[config.mk]
export PLATFORM = sky130hd
export DESIGN_NAME = skip_and_stack_sequencer
export DESIGN_NICKNAME = d
export VERILOG_FILES = /design/src/rtl/seq_pkg.sv /design/src/rtl/stack_if.sv /design/src/rtl/skip_and_stack_sequencer.sv /design/src/rtl/return_address_stack.sv
export SDC_FILE = /design/constraint.sdc
export NUM_CORES = 1
export LEC_CHECK = 0
export BUFFER_PORTS_ARGS = -buffer_cell sky130_fd_sc_hd__buf_2
export CAP_MARGIN = 20
export CELL_PAD_IN_SITES_DETAIL_PLACEMENT = 2
export CELL_PAD_IN_SITES_GLOBAL_PLACEMENT = 2
export CORE_UTILIZATION = 36
export DETAILED_ROUTE_END_ITERATION = 6
export PLACE_DENSITY = 0.82
export SETUP_SLACK_MARGIN = 0.05
export SLEW_MARGIN = 20
export SYNTH_ARGS = -nofsm -noshare
export SYNTH_HDL_FRONTEND = slang
export SYNTH_SLANG_ARGS = --single-unit
[constraint.sdc]
create_clock -name clock -period 2.5 [get_ports clock]
set_clock_uncertainty 0.2 [all_clocks]
set_input_delay 0.5 -clock clock [delete_from_list [all_inputs] [get_ports clock]]
set_output_delay 0.5 -clock clock [all_outputs]
set_load 0.01 [all_outputs]
[src/rtl/seq_pkg.sv]
/*
  Shared constants and types for the program sequencer: counter widths,
  stack geometry, memory pointer layout, sequencing operation codes.
  Assumes a single instruction clock driving every sequencer register.
*/
package seq_pkg;
  localparam int PC_W        = 10;
  localparam int PAGE_W      = 3;
  localparam int ADDR_W      = 7;
  localparam int SP_W        = 2;
  localparam int STACK_DEPTH = 4;
  localparam int X_W         = 2;
  localparam int Y_W         = 4;
  localparam int MP_W        = 6;
  localparam int CYC_W       = 2;

  // Reset and step values
  localparam logic [PC_W-1:0]  PC_RESET    = 10'h000;
  localparam logic [PC_W-1:0]  PC_STEP     = 10'h001;
  localparam logic [SP_W-1:0]  SP_RESET    = 2'h3;
  localparam logic [SP_W-1:0]  SP_STEP     = 2'h1;
  localparam logic [X_W-1:0]   X_RESET     = 2'h0;
  localparam logic [Y_W-1:0]   Y_RESET     = 4'h0;
  localparam logic [CYC_W-1:0] ONE_CYCLE   = 2'h1;
  localparam logic [CYC_W-1:0] NULL_CYCLES = 2'h1;

  // Sequencing operation of the instruction being started
  typedef enum logic [2:0] {
    OP_NEXT              = 3'h0,
    OP_BRANCH_IN_PAGE    = 3'h1,
    OP_BRANCH_LONG       = 3'h2,
    OP_CALL              = 3'h3,
    OP_TABLE_LOOKUP_CALL = 3'h4,
    OP_RETURN_PLAIN      = 3'h5,
    OP_RETURN_SKIP       = 3'h6
  } seq_op_t;

  // Instruction phase, one-hot
  typedef enum logic [1:0] {
    PH_FETCH = 2'h1,
    PH_HOLD  = 2'h2
  } phase_t;
endpackage : seq_pkg

[src/rtl/stack_if.sv]
/*
  Connection between the sequencer and its return-address stack.
  Assumes push and pop are never raised in the same cycle.
*/
`timescale 1ns/10ps
interface stack_if;
  import seq_pkg::*;
  logic              push;
  logic              pop;
  logic [PC_W-1:0]   push_data;
  logic [PC_W-1:0]   top_data;
  logic [SP_W-1:0]   level;

  modport seq (output push, pop, push_data, input top_data, level);
  modport stk (input push, pop, push_data, output top_data, level);
endinterface : stack_if

[src/rtl/skip_and_stack_sequencer.sv]
/*
  Program sequencer of a small 4-bit core: program counter with page and
  in-page fields, return-address stack, data memory pointer and skip
  nullification with fixed instruction timing, except that nullified lookups and returns take one cycle.
  Assumes one clock per instruction cycle; the decoder presents each new
  instruction's operation, cycle count and targets with op_valid.
*/
`timescale 1ns/10ps
module skip_and_stack_sequencer
  import seq_pkg::*;
(
  input  wire logic              clock,         // Instruction clock
  input  wire logic              reset_n,       // Async reset, active low
  input  wire logic              op_valid,      // New instruction starts
  input  wire seq_op_t           op_kind,       // Sequencing operation
  input  wire logic [CYC_W-1:0]  op_cycles,     // Normal cycle count
  input  wire logic              skip_request,  // Condition taken
  input  wire logic [PAGE_W-1:0] target_page,   // Branch page
  input  wire logic [ADDR_W-1:0] target_addr,   // Branch in-page address
  input  wire logic              x_load,        // Load upper index
  input  wire logic [X_W-1:0]    x_value,       // Upper index value
  input  wire logic              y_load,        // Load lower index
  input  wire logic [Y_W-1:0]    y_value,       // Lower index value
  output logic [PC_W-1:0]        program_counter,       // Fetch address
  output logic [PAGE_W-1:0]      page_select_bits,      // Page field
  output logic [ADDR_W-1:0]      in_page_address_bits,  // In-page field
  output logic [SP_W-1:0]        stack_level_pointer,   // Stack level
  output logic [MP_W-1:0]        memory_pointer,        // Data pointer
  output logic                   nullify,       // Current instr. suppressed
  output logic                   busy,          // Later cycle of instr.
  output logic                   skip_armed     // Next instr. nullified
);
  typedef struct packed {
    logic [PC_W-1:0]  pc;
    logic [X_W-1:0]   x;
    logic [Y_W-1:0]   y;
    phase_t           phase;
    logic [CYC_W-1:0] cycles_left;
    logic             null_now;
    logic             skip;
    logic             in_table;
  } seq_state_t;

  seq_state_t state;
  seq_state_t next_state;
  stack_if    stk ();
  logic       accept;
  logic       short_op;
  logic [CYC_W-1:0] cyc;
  logic [PC_W-1:0]  pc_inc;

  return_address_stack u_stack (
    .clock   (clock),
    .reset_n (reset_n),
    .port    (stk.stk)
  );

  // Start is taken only between instructions
  assign accept   = op_valid && (state.phase == PH_FETCH);
  assign short_op = (op_kind == OP_TABLE_LOOKUP_CALL)
                 || (op_kind == OP_RETURN_PLAIN)
                 || (op_kind == OP_RETURN_SKIP);
  assign pc_inc   = state.pc + PC_STEP;

  // Next-state logic
  always_comb begin
    next_state    = state;
    stk.push      = 1'b0;
    stk.pop       = 1'b0;
    stk.push_data = pc_inc;
    cyc           = (op_cycles == '0) ? ONE_CYCLE : op_cycles;
    if (x_load) begin
      next_state.x = x_value;
    end
    if (y_load) begin
      next_state.y = y_value;
    end
    unique case (state.phase)
      PH_FETCH: begin
        if (accept) begin
          next_state.null_now = state.skip;
          if (state.skip) begin
            next_state.skip = 1'b0;
            next_state.pc   = pc_inc;
            if (short_op) begin
              cyc = NULL_CYCLES;
            end
          end else begin
            next_state.skip = skip_request || (op_kind == OP_RETURN_SKIP);
            case (op_kind)
              OP_BRANCH_IN_PAGE: next_state.pc = {state.pc[PC_W-1:ADDR_W],
                                                  target_addr};
              OP_BRANCH_LONG:    next_state.pc = {target_page, target_addr};
              OP_CALL: begin
                stk.push      = 1'b1;
                next_state.pc = {target_page, target_addr};
              end
              OP_TABLE_LOOKUP_CALL: begin
                stk.push            = 1'b1;
                next_state.pc       = {target_page, target_addr};
                next_state.in_table = (cyc != ONE_CYCLE);
              end
              OP_RETURN_PLAIN, OP_RETURN_SKIP: begin
                stk.pop       = 1'b1;
                next_state.pc = stk.top_data;
              end
              default:           next_state.pc = pc_inc;
            endcase
          end
          if (cyc != ONE_CYCLE) begin
            next_state.phase       = PH_HOLD;
            next_state.cycles_left = cyc - ONE_CYCLE;
          end
        end
      end
      PH_HOLD: begin
        next_state.cycles_left = state.cycles_left - ONE_CYCLE;
        if (state.cycles_left == ONE_CYCLE) begin
          next_state.phase = PH_FETCH;
          // Lookup ends by returning to the caller
          if (state.in_table) begin
            stk.pop             = 1'b1;
            next_state.pc       = stk.top_data;
            next_state.in_table = 1'b0;
          end
        end
      end
    endcase
  end

  always_ff @(posedge clock or negedge reset_n) begin
    if (!reset_n) begin
      state <= '{pc: PC_RESET, x: X_RESET, y: Y_RESET, phase: PH_FETCH,
                 cycles_left: '0, null_now: 1'b0, skip: 1'b0,
                 in_table: 1'b0};
    end else begin
      state <= next_state;
    end
  end

  // Outputs straight from state registers
  assign program_counter      = state.pc;
  assign page_select_bits     = state.pc[PC_W-1:ADDR_W];
  assign in_page_address_bits = state.pc[ADDR_W-1:0];
  assign stack_level_pointer  = stk.level;
  assign memory_pointer       = {state.x, state.y};
  assign nullify              = state.null_now;
  assign busy                 = (state.phase == PH_HOLD);
  assign skip_armed           = state.skip;
endmodule : skip_and_stack_sequencer

[src/rtl/return_address_stack.sv]
/*
  Four-level return-address stack with its two-bit level pointer.
  Assumes the sequencer never pushes and pops in one cycle.
*/
`timescale 1ns/10ps
module return_address_stack
  import seq_pkg::*;
(
  input wire logic clock,    // Instruction clock
  input wire logic reset_n,  // Asynchronous reset, active low
  stack_if.stk     port      // Push, pop and top of stack
);
  typedef struct packed {
    logic [SP_W-1:0]                   level;
    logic [STACK_DEPTH-1:0][PC_W-1:0]  entry;
  } stack_state_t;

  stack_state_t state;
  stack_state_t next_state;
  logic [SP_W-1:0] up_level;

  // push writes above, pop steps down
  always_comb begin
    next_state = state;
    up_level   = state.level + SP_STEP;
    if (port.push) begin
      next_state.level           = up_level;
      next_state.entry[up_level] = port.push_data;
    end else if (port.pop) begin
      next_state.level = state.level - SP_STEP;
    end
  end

  always_ff @(posedge clock or negedge reset_n) begin
    if (!reset_n) begin
      state <= '{level: SP_RESET, entry: '0};
    end else begin
      state <= next_state;
    end
  end

  // Top of stack and level
  assign port.top_data = state.entry[state.level];
  assign port.level    = state.level;
endmodule : return_address_stack

# Word level (Yosys, flattened, before mapping)
# Cells that the tools add are included.
# op_classes
add_sub_neg	5
n_reduce_logical	16
eq_ne	18
muxes	37
n_lt_le_gt_ge	3
# ops
operator	n
10-bit 2-to-1 mux	6
40-bit bitwise mux	1
10-bit one-hot mux with 3 select lines	1
10-bit binary-select mux with 2-bit select	1
10-bit demux with 2-bit select	1
10-bit one-hot mux with 2 select lines	1
2-bit 2-to-1 mux	8
1-bit 2-to-1 mux	13
2-bit by 1-bit inequality test with 1-bit output, second input constant	6
10-bit by 1-bit adder with 10-bit output, second input constant	1
3-bit == test, second input constant	3
4-bit one-hot mux with 2 select lines	1
4-bit AND reduction	2
7-bit 2-to-1 mux	1
3-bit by 2-bit == test with 1-bit output, second input constant	2
2-bit by 3-bit < comparator with 1-bit output, second input constant	2
3-bit AND reduction	2
2-bit by 1-bit subtractor with 2-bit output, second input constant	3
2-bit by 1-bit == test with 1-bit output, second input constant	2
4-bit 2-to-1 mux	1
2-bit inequality test, second input constant	2
1-bit one-hot mux with 2 select lines	2
2-bit AND reduction	2
2-bit OR reduction	2
other kinds (10)	13
# word_totals
reg_bits	65
word_cells	93
input_bits	27
out_inout_bits	31

# Depth between registers and ports, before layout
# logic_depth
ltp_word	11
depth_mapped	10
ltp_nobuf	9

# Cells and area by module
# From an unflattened synthesis, not the netlist that was laid out.
# hier_totals
cells_unflattened	303
area_unflattened_um2	3656.0
# by_module_without_submodules
module	cells_per_inst	n_inst	area_each_um2	seq_area_each_um2
return_address_stack	111	1	1888.1	1053.5
skip_and_stack_sequencer	192	1	1767.9	576.8

# Worst setup path after synthesis
# No wires, ideal clock.
# synth_path
path_kind	input-to-reg
start	input op_kind[2]
end	register state[3] (netlist name)
arrival_time_ns	1.897
slack_ns	0.321
t_required_ns	2.217
path_stages	9
setup_time_ns	0.083
cell_sequence	buf_2 buf_2 nand3_1 nand2_1 or2_2 ha_1 nand2b_1 o31a_1 o22ai_1
# synth_between
elab_chain_cells	11
# synth_lines
item	line_no	rtl
start, declared	skip_and_stack_sequencer.sv:15	input wire seq_op_t op_kind,
3-bit == test (on tied branches)	skip_and_stack_sequencer.sv:60, skip_and_stack_sequencer.sv:61	
1-bit logical OR	skip_and_stack_sequencer.sv:61	|| (op_kind == OP_RETURN_PLAIN)
1-bit logical OR (*)	skip_and_stack_sequencer.sv:62	|| (op_kind == OP_RETURN_SKIP);
2-bit 2-to-1 mux (*)	skip_and_stack_sequencer.sv:85	if (short_op) begin
2-bit 2-to-1 mux (*)	skip_and_stack_sequencer.sv:82	if (state.skip) begin
2-bit 2-to-1 mux (*)	skip_and_stack_sequencer.sv:80	if (accept) begin
2-bit 2-to-1 mux (*)	skip_and_stack_sequencer.sv:78	unique case (state.phase)
2-bit by 1-bit subtractor with 2-bit output	skip_and_stack_sequencer.sv:112	next_state.cycles_left = cyc - ONE_CYCLE;
4-bit 2-to-1 mux	skip_and_stack_sequencer.sv:110	if (cyc != ONE_CYCLE) begin
7-bit 2-to-1 mux	skip_and_stack_sequencer.sv:80	
4-bit one-hot mux with 2 select lines	skip_and_stack_sequencer.sv:78	
end signal, assigned	skip_and_stack_sequencer.sv:133	state <= '{pc: PC_RESET, x: X_RESET, y: Y_RESET, phase: PH_FETCH,
end signal, assigned	skip_and_stack_sequencer.sv:137	state <= next_state;
end, declared	skip_and_stack_sequencer.sv:44	seq_state_t state;
# Every way passes the cells marked *; elsewhere a longest branch is shown, timed or not. The select of a mux whose other input is x is not followed.
# A chain may end at the register's enable or synchronous reset.

# Worst setup path in the final report
# layout_path
start	register u_stack.state, in the netlist u_stack.port.level[0]
end	register state, in the netlist program_counter[8]
# layout_between
elab_chain_cells	6
# layout_lines
item	line_no	rtl
start, declared	return_address_stack.sv:18	stack_state_t state;
start signal, assigned	return_address_stack.sv:36	state <= '{level: SP_RESET, entry: '0};
start signal, assigned	return_address_stack.sv:38	state <= next_state;
10-bit binary-select mux with 2-bit select (*)	return_address_stack.sv:43	assign port.top_data = state.entry[state.level];
10-bit 2-to-1 mux (not written as such) (*)	return_address_stack.sv:43	
10-bit one-hot mux with 3 select lines	skip_and_stack_sequencer.sv:90	case (op_kind)
10-bit 2-to-1 mux	skip_and_stack_sequencer.sv:82	
10-bit 2-to-1 mux	skip_and_stack_sequencer.sv:80	
10-bit one-hot mux with 2 select lines (*)	skip_and_stack_sequencer.sv:78	
# Marked as above.

==> metrics.yaml <==
cts_root_buf: "sky130_fd_sc_hd__clkbuf_8"
dominantRegCellSynth: "sky130_fd_sc_hd__dfrtp_1"
critical_path.top_delay_family: "flip-flops"
syn-mean-instance-area_sq_um: 10.05
layout.cells.non_filler: 536
critPathBufInv: 0
timing_max_transition_violations_final: 0
postSynth.asyncResetShare: 1.000
power.density_nw_per_um2: 993.6
setup_bufs_post_cts: 0
dr.pass1.iters: 5
io_buffers: 57
grt_start_max_net_pins: 66
grt_first_pass_wirelength_microns: 16790
drt-initial-drc-count: 103
placement_rows: 36
min_path_type: "in2reg"
place_worst_setup_slack_ns: 0.1416
tritoncts_clock_tree: "done"
synth_top_area_frac: 0.4266
die_area_sq_um: 10510
seq_area_frac_synth: 0.4482
placedCellCount: 519
sum_of_negative_setup_slack_ns: 0
period_share: 0.9177
worst_hold_path.num_cells: 2
clkSinkCount: 65
top_level_ports: 58
r2r_start: "u_stack.port.level[0]$_DFFE_PN1P_"
final_nets: 432
clk_latency_ns: 0.36
cts.clk_slew.worst_paths_ns: 0.09
run_status: "finished, final reports clean"
fin_crit_ns: 2.294
number_of_buffers_inserted_during_clock_tree_synthesis: 9
ctsHtreeMaxLevel: 3
p_leak_nw: 1.841
die_h_microns: 102.5
syn-cell-area_sq_um: 3637
critical_path_class: "reg2reg"
finalWeightedCongestion: 0.7278
average_detailed_routed_wire_length_per_instance_microns: 20.02
synth_seq_cells: 65
worst_vdd_rail_ir_drop_mv: 0.2808
final_layout_size_suffix_gt1_frac: 0.2804
cpMaxStageDelayCell: "sky130_fd_sc_hd__dfstp_4"
post-dp-hpwl_microns: 7204
synth-warning-count: 0
path_cells: "mux2i_1 -> mux2_2 -> a21oi_2 -> a2111oi_1 -> o41ai_2"
crit_fanout: 13
critical-path-max-stage-delay_ns: 0.74
crit_arrival_ns: 2.32
worstHoldStart: "y_value[2]"
synth-edff-count: 0
avgViaCountPerCell: 5.313
reg2reg_setup_slack_ns: 0.21
first_global_vias: 3131
crit-reg2reg-capture: "program_counter[8]$_DFFE_PN0P_"
cap_viol_max_count: 0
finalWorstSetupSlack_ns: 0.2058
clockBufferDepth: 2
post-synth-top-area-cell: "sky130_fd_sc_hd__dfrtp_1"
cp_data_required_time_ns: 2.53
fp.dieW_microns: 102.5
start_util: 0.3721
setup_viol_count_final: 0
globalRouteTotalUtil: 0.2171
reg2regPathDepth: 5
synthDistinctLibCells: 54
relSlewSlack: 0.6157
max_slew.worst_pin.slew_ns: 0.5723
start_kind: "flip-flop"
postSynthNetCount: 396
core_area_sq_um: 9774
critical_path_sink_type: "flip-flop"
timing.hold.worst_endpoint: "memory_pointer[2]$_DFFE_PN0P_"
route.final.wire_length_microns: 10730
netlist_top_cells_area: "sky130_fd_sc_hd__dfrtp_1 (43%), sky130_fd_sc_hd__buf_4 (6.2%), sky130_fd_sc_hd__nand2_1 (6.1%), sky130_fd_sc_hd__o21ai_0 (5.1%), sky130_fd_sc_hd__mux4_1 (4.3%)"
route.detailed.drc: 0
initial_antenna_violation_count: 0
timing_hold_violations_final: 0
antenna_violating_nets_post_route: 0
post_synth_inst_count: 362
antenna_cells_inserted: 0
rsz0062_at_grt: "false"
globalRouteOverflowTotal: 0
vias: 2848
area.growth.synth_to_final_pct: 13.69
fmaxAchievable_mhz: 435.9
[report_power, final]
group / internal [mW] / switching, mW
clock network: 0.592 / 0.460
logic: 0.641 / 0.874
registers: 1.26 / 0.283
total: 2.49 / 1.62
[cell type report]
class	count	area [sq um]
Timing Repair Buffer	72	412.9
Multi-Input combinational cell	240	1657
Clock inverter	6	90.09
Sequential cell	65	1634
Tap cell	133	166.4
Fill cell	1049	5639
Clock buffer	10	137.6
Inverter	10	37.54
[layout by cell type, fill, tap and decap left out, drive strengths merged, types with 4 or more instances in the layout]
cell type,synthesis,final
nand2,59,59
ha,7,7
nor3,4,4
o21ai,49,49
nor2,10,10
mux2,10,10
nand3,7,7
inv,10,11
nand2b,6,6
mux2i,8,8
buf,43,71
xnor2,8,8
nor2b,7,7
mux4,8,8
o22ai,5,5
a21oi,12,12
dfrtp,62,62
clkbuf,4,10
o2bb2ai,5,5
xor2,4,4
[flip-flops by register name (all words and copies together) (netlist names)]
register / count
u_stack.state: 40
program_counter: 10
memory_pointer: 6
state: 5
u_stack.port.level: 2
nullify: 1
skip_armed: 1
[through the flow]
stage / util / instance area [sq um] / hold WS, ns / power, mW
floorplan: - / 3637 / 0.004409 / 2.627
global placement: 0.3984 / 3894 / 0.2532 / 2.925
detailed placement: 0.3984 / 3894 / 0.2772 / 3.029
CTS: 0.4227 / 4131 / 0.1619 / 4.128
global route: 0.4231 / 4135 / 0.1687 / 4.331
finish: 0.4231 / 4135 / 0.1675 / 4.109
[routing by layer]
metal	track usage	wire (microns)	part of all wire
met4	0.1066	298	0.028
met1	0.2661	4637	0.43
met3	0.03051	242	0.023
met2	0.3749	5554	0.52
met5	0	0	0
[logic make-up (layout without fill, tap and decap cells)]
| kind of cell | after synthesis | count (layout) | synth area share |
|---|---|---|---|
| simple gates | 107 | 107 | 0.1445 |
| xor+xnor | 12 | 12 | 0.02890 |
| compound gates | 88 | 88 | 0.1493 |
| fa+ha+maj | 7 | 7 | 0.02408 |
| flops | 65 | 65 | 0.4482 |
| buf+inv | 57 | 98 | 0.09632 |
| mux | 26 | 26 | 0.1087 |
[synth_stat cells (3+ instances only)]
| library cell | n |
|---|---|
| sky130_fd_sc_hd__dfrtp_1 | 62 |
| sky130_fd_sc_hd__nand2_1 | 59 |
| sky130_fd_sc_hd__o21ai_0 | 37 |
| sky130_fd_sc_hd__buf_4 | 30 |
| sky130_fd_sc_hd__buf_2 | 12 |
| sky130_fd_sc_hd__o21ai_1 | 12 |
| sky130_fd_sc_hd__a21oi_1 | 10 |
| sky130_fd_sc_hd__mux2_2 | 10 |
| sky130_fd_sc_hd__nor2_1 | 10 |
| sky130_fd_sc_hd__inv_1 | 9 |
| sky130_fd_sc_hd__mux2i_1 | 8 |
| sky130_fd_sc_hd__xnor2_1 | 8 |
| sky130_fd_sc_hd__ha_1 | 7 |
| sky130_fd_sc_hd__nor2b_1 | 7 |
| sky130_fd_sc_hd__mux4_1 | 6 |
| sky130_fd_sc_hd__nand2b_1 | 6 |
| sky130_fd_sc_hd__nand3_1 | 6 |
| sky130_fd_sc_hd__o22ai_1 | 5 |
| sky130_fd_sc_hd__o2bb2ai_1 | 4 |
| sky130_fd_sc_hd__xor2_1 | 4 |
| sky130_fd_sc_hd__a2bb2oi_1 | 3 |
| sky130_fd_sc_hd__clkbuf_1 | 3 |
| sky130_fd_sc_hd__dfstp_2 | 3 |
[worst reg2reg max path, cell delays in order (launching register included)]
cell and delay [ns]:
sky130_fd_sc_hd__dfstp_4 0.74, sky130_fd_sc_hd__mux2i_1 0.29, sky130_fd_sc_hd__mux2_2 0.26, sky130_fd_sc_hd__a21oi_2 0.07, sky130_fd_sc_hd__a2111oi_1 0.48, sky130_fd_sc_hd__o41ai_2 0.14
[worst max path at each step]
stage | start | end | slack (ns) | cells past startpoint
after global placement | op_kind[0] | state[3]$_DFFE_PN0P_ | 0.26 | 9
after floorplan | op_kind[2] | state[3]$_DFFE_PN0P_ | 0.32 | 9
after CTS | u_stack.port.level[0]$_DFFE_PN1P_ | program_counter[8]$_DFFE_PN0P_ | 0.17 | 5
final | u_stack.port.level[0]$_DFFE_PN1P_ | program_counter[8]$_DFFE_PN0P_ | 0.21 | 5
after detailed placement | op_kind[0] | state[3]$_DFFE_PN0P_ | 0.14 | 9
after global routing | u_stack.port.level[0]$_DFFE_PN1P_ | program_counter[8]$_DFFE_PN0P_ | 0.09 | 5
[what timing repair did]
action	in CTS	in global routing
hold buffers	1	0
endpoints found under the setup margin	0	1
gates resized for setup	0	1
hold endpoints to repair	62	0
No activity file was read; power rests on OpenSTA's default activity.
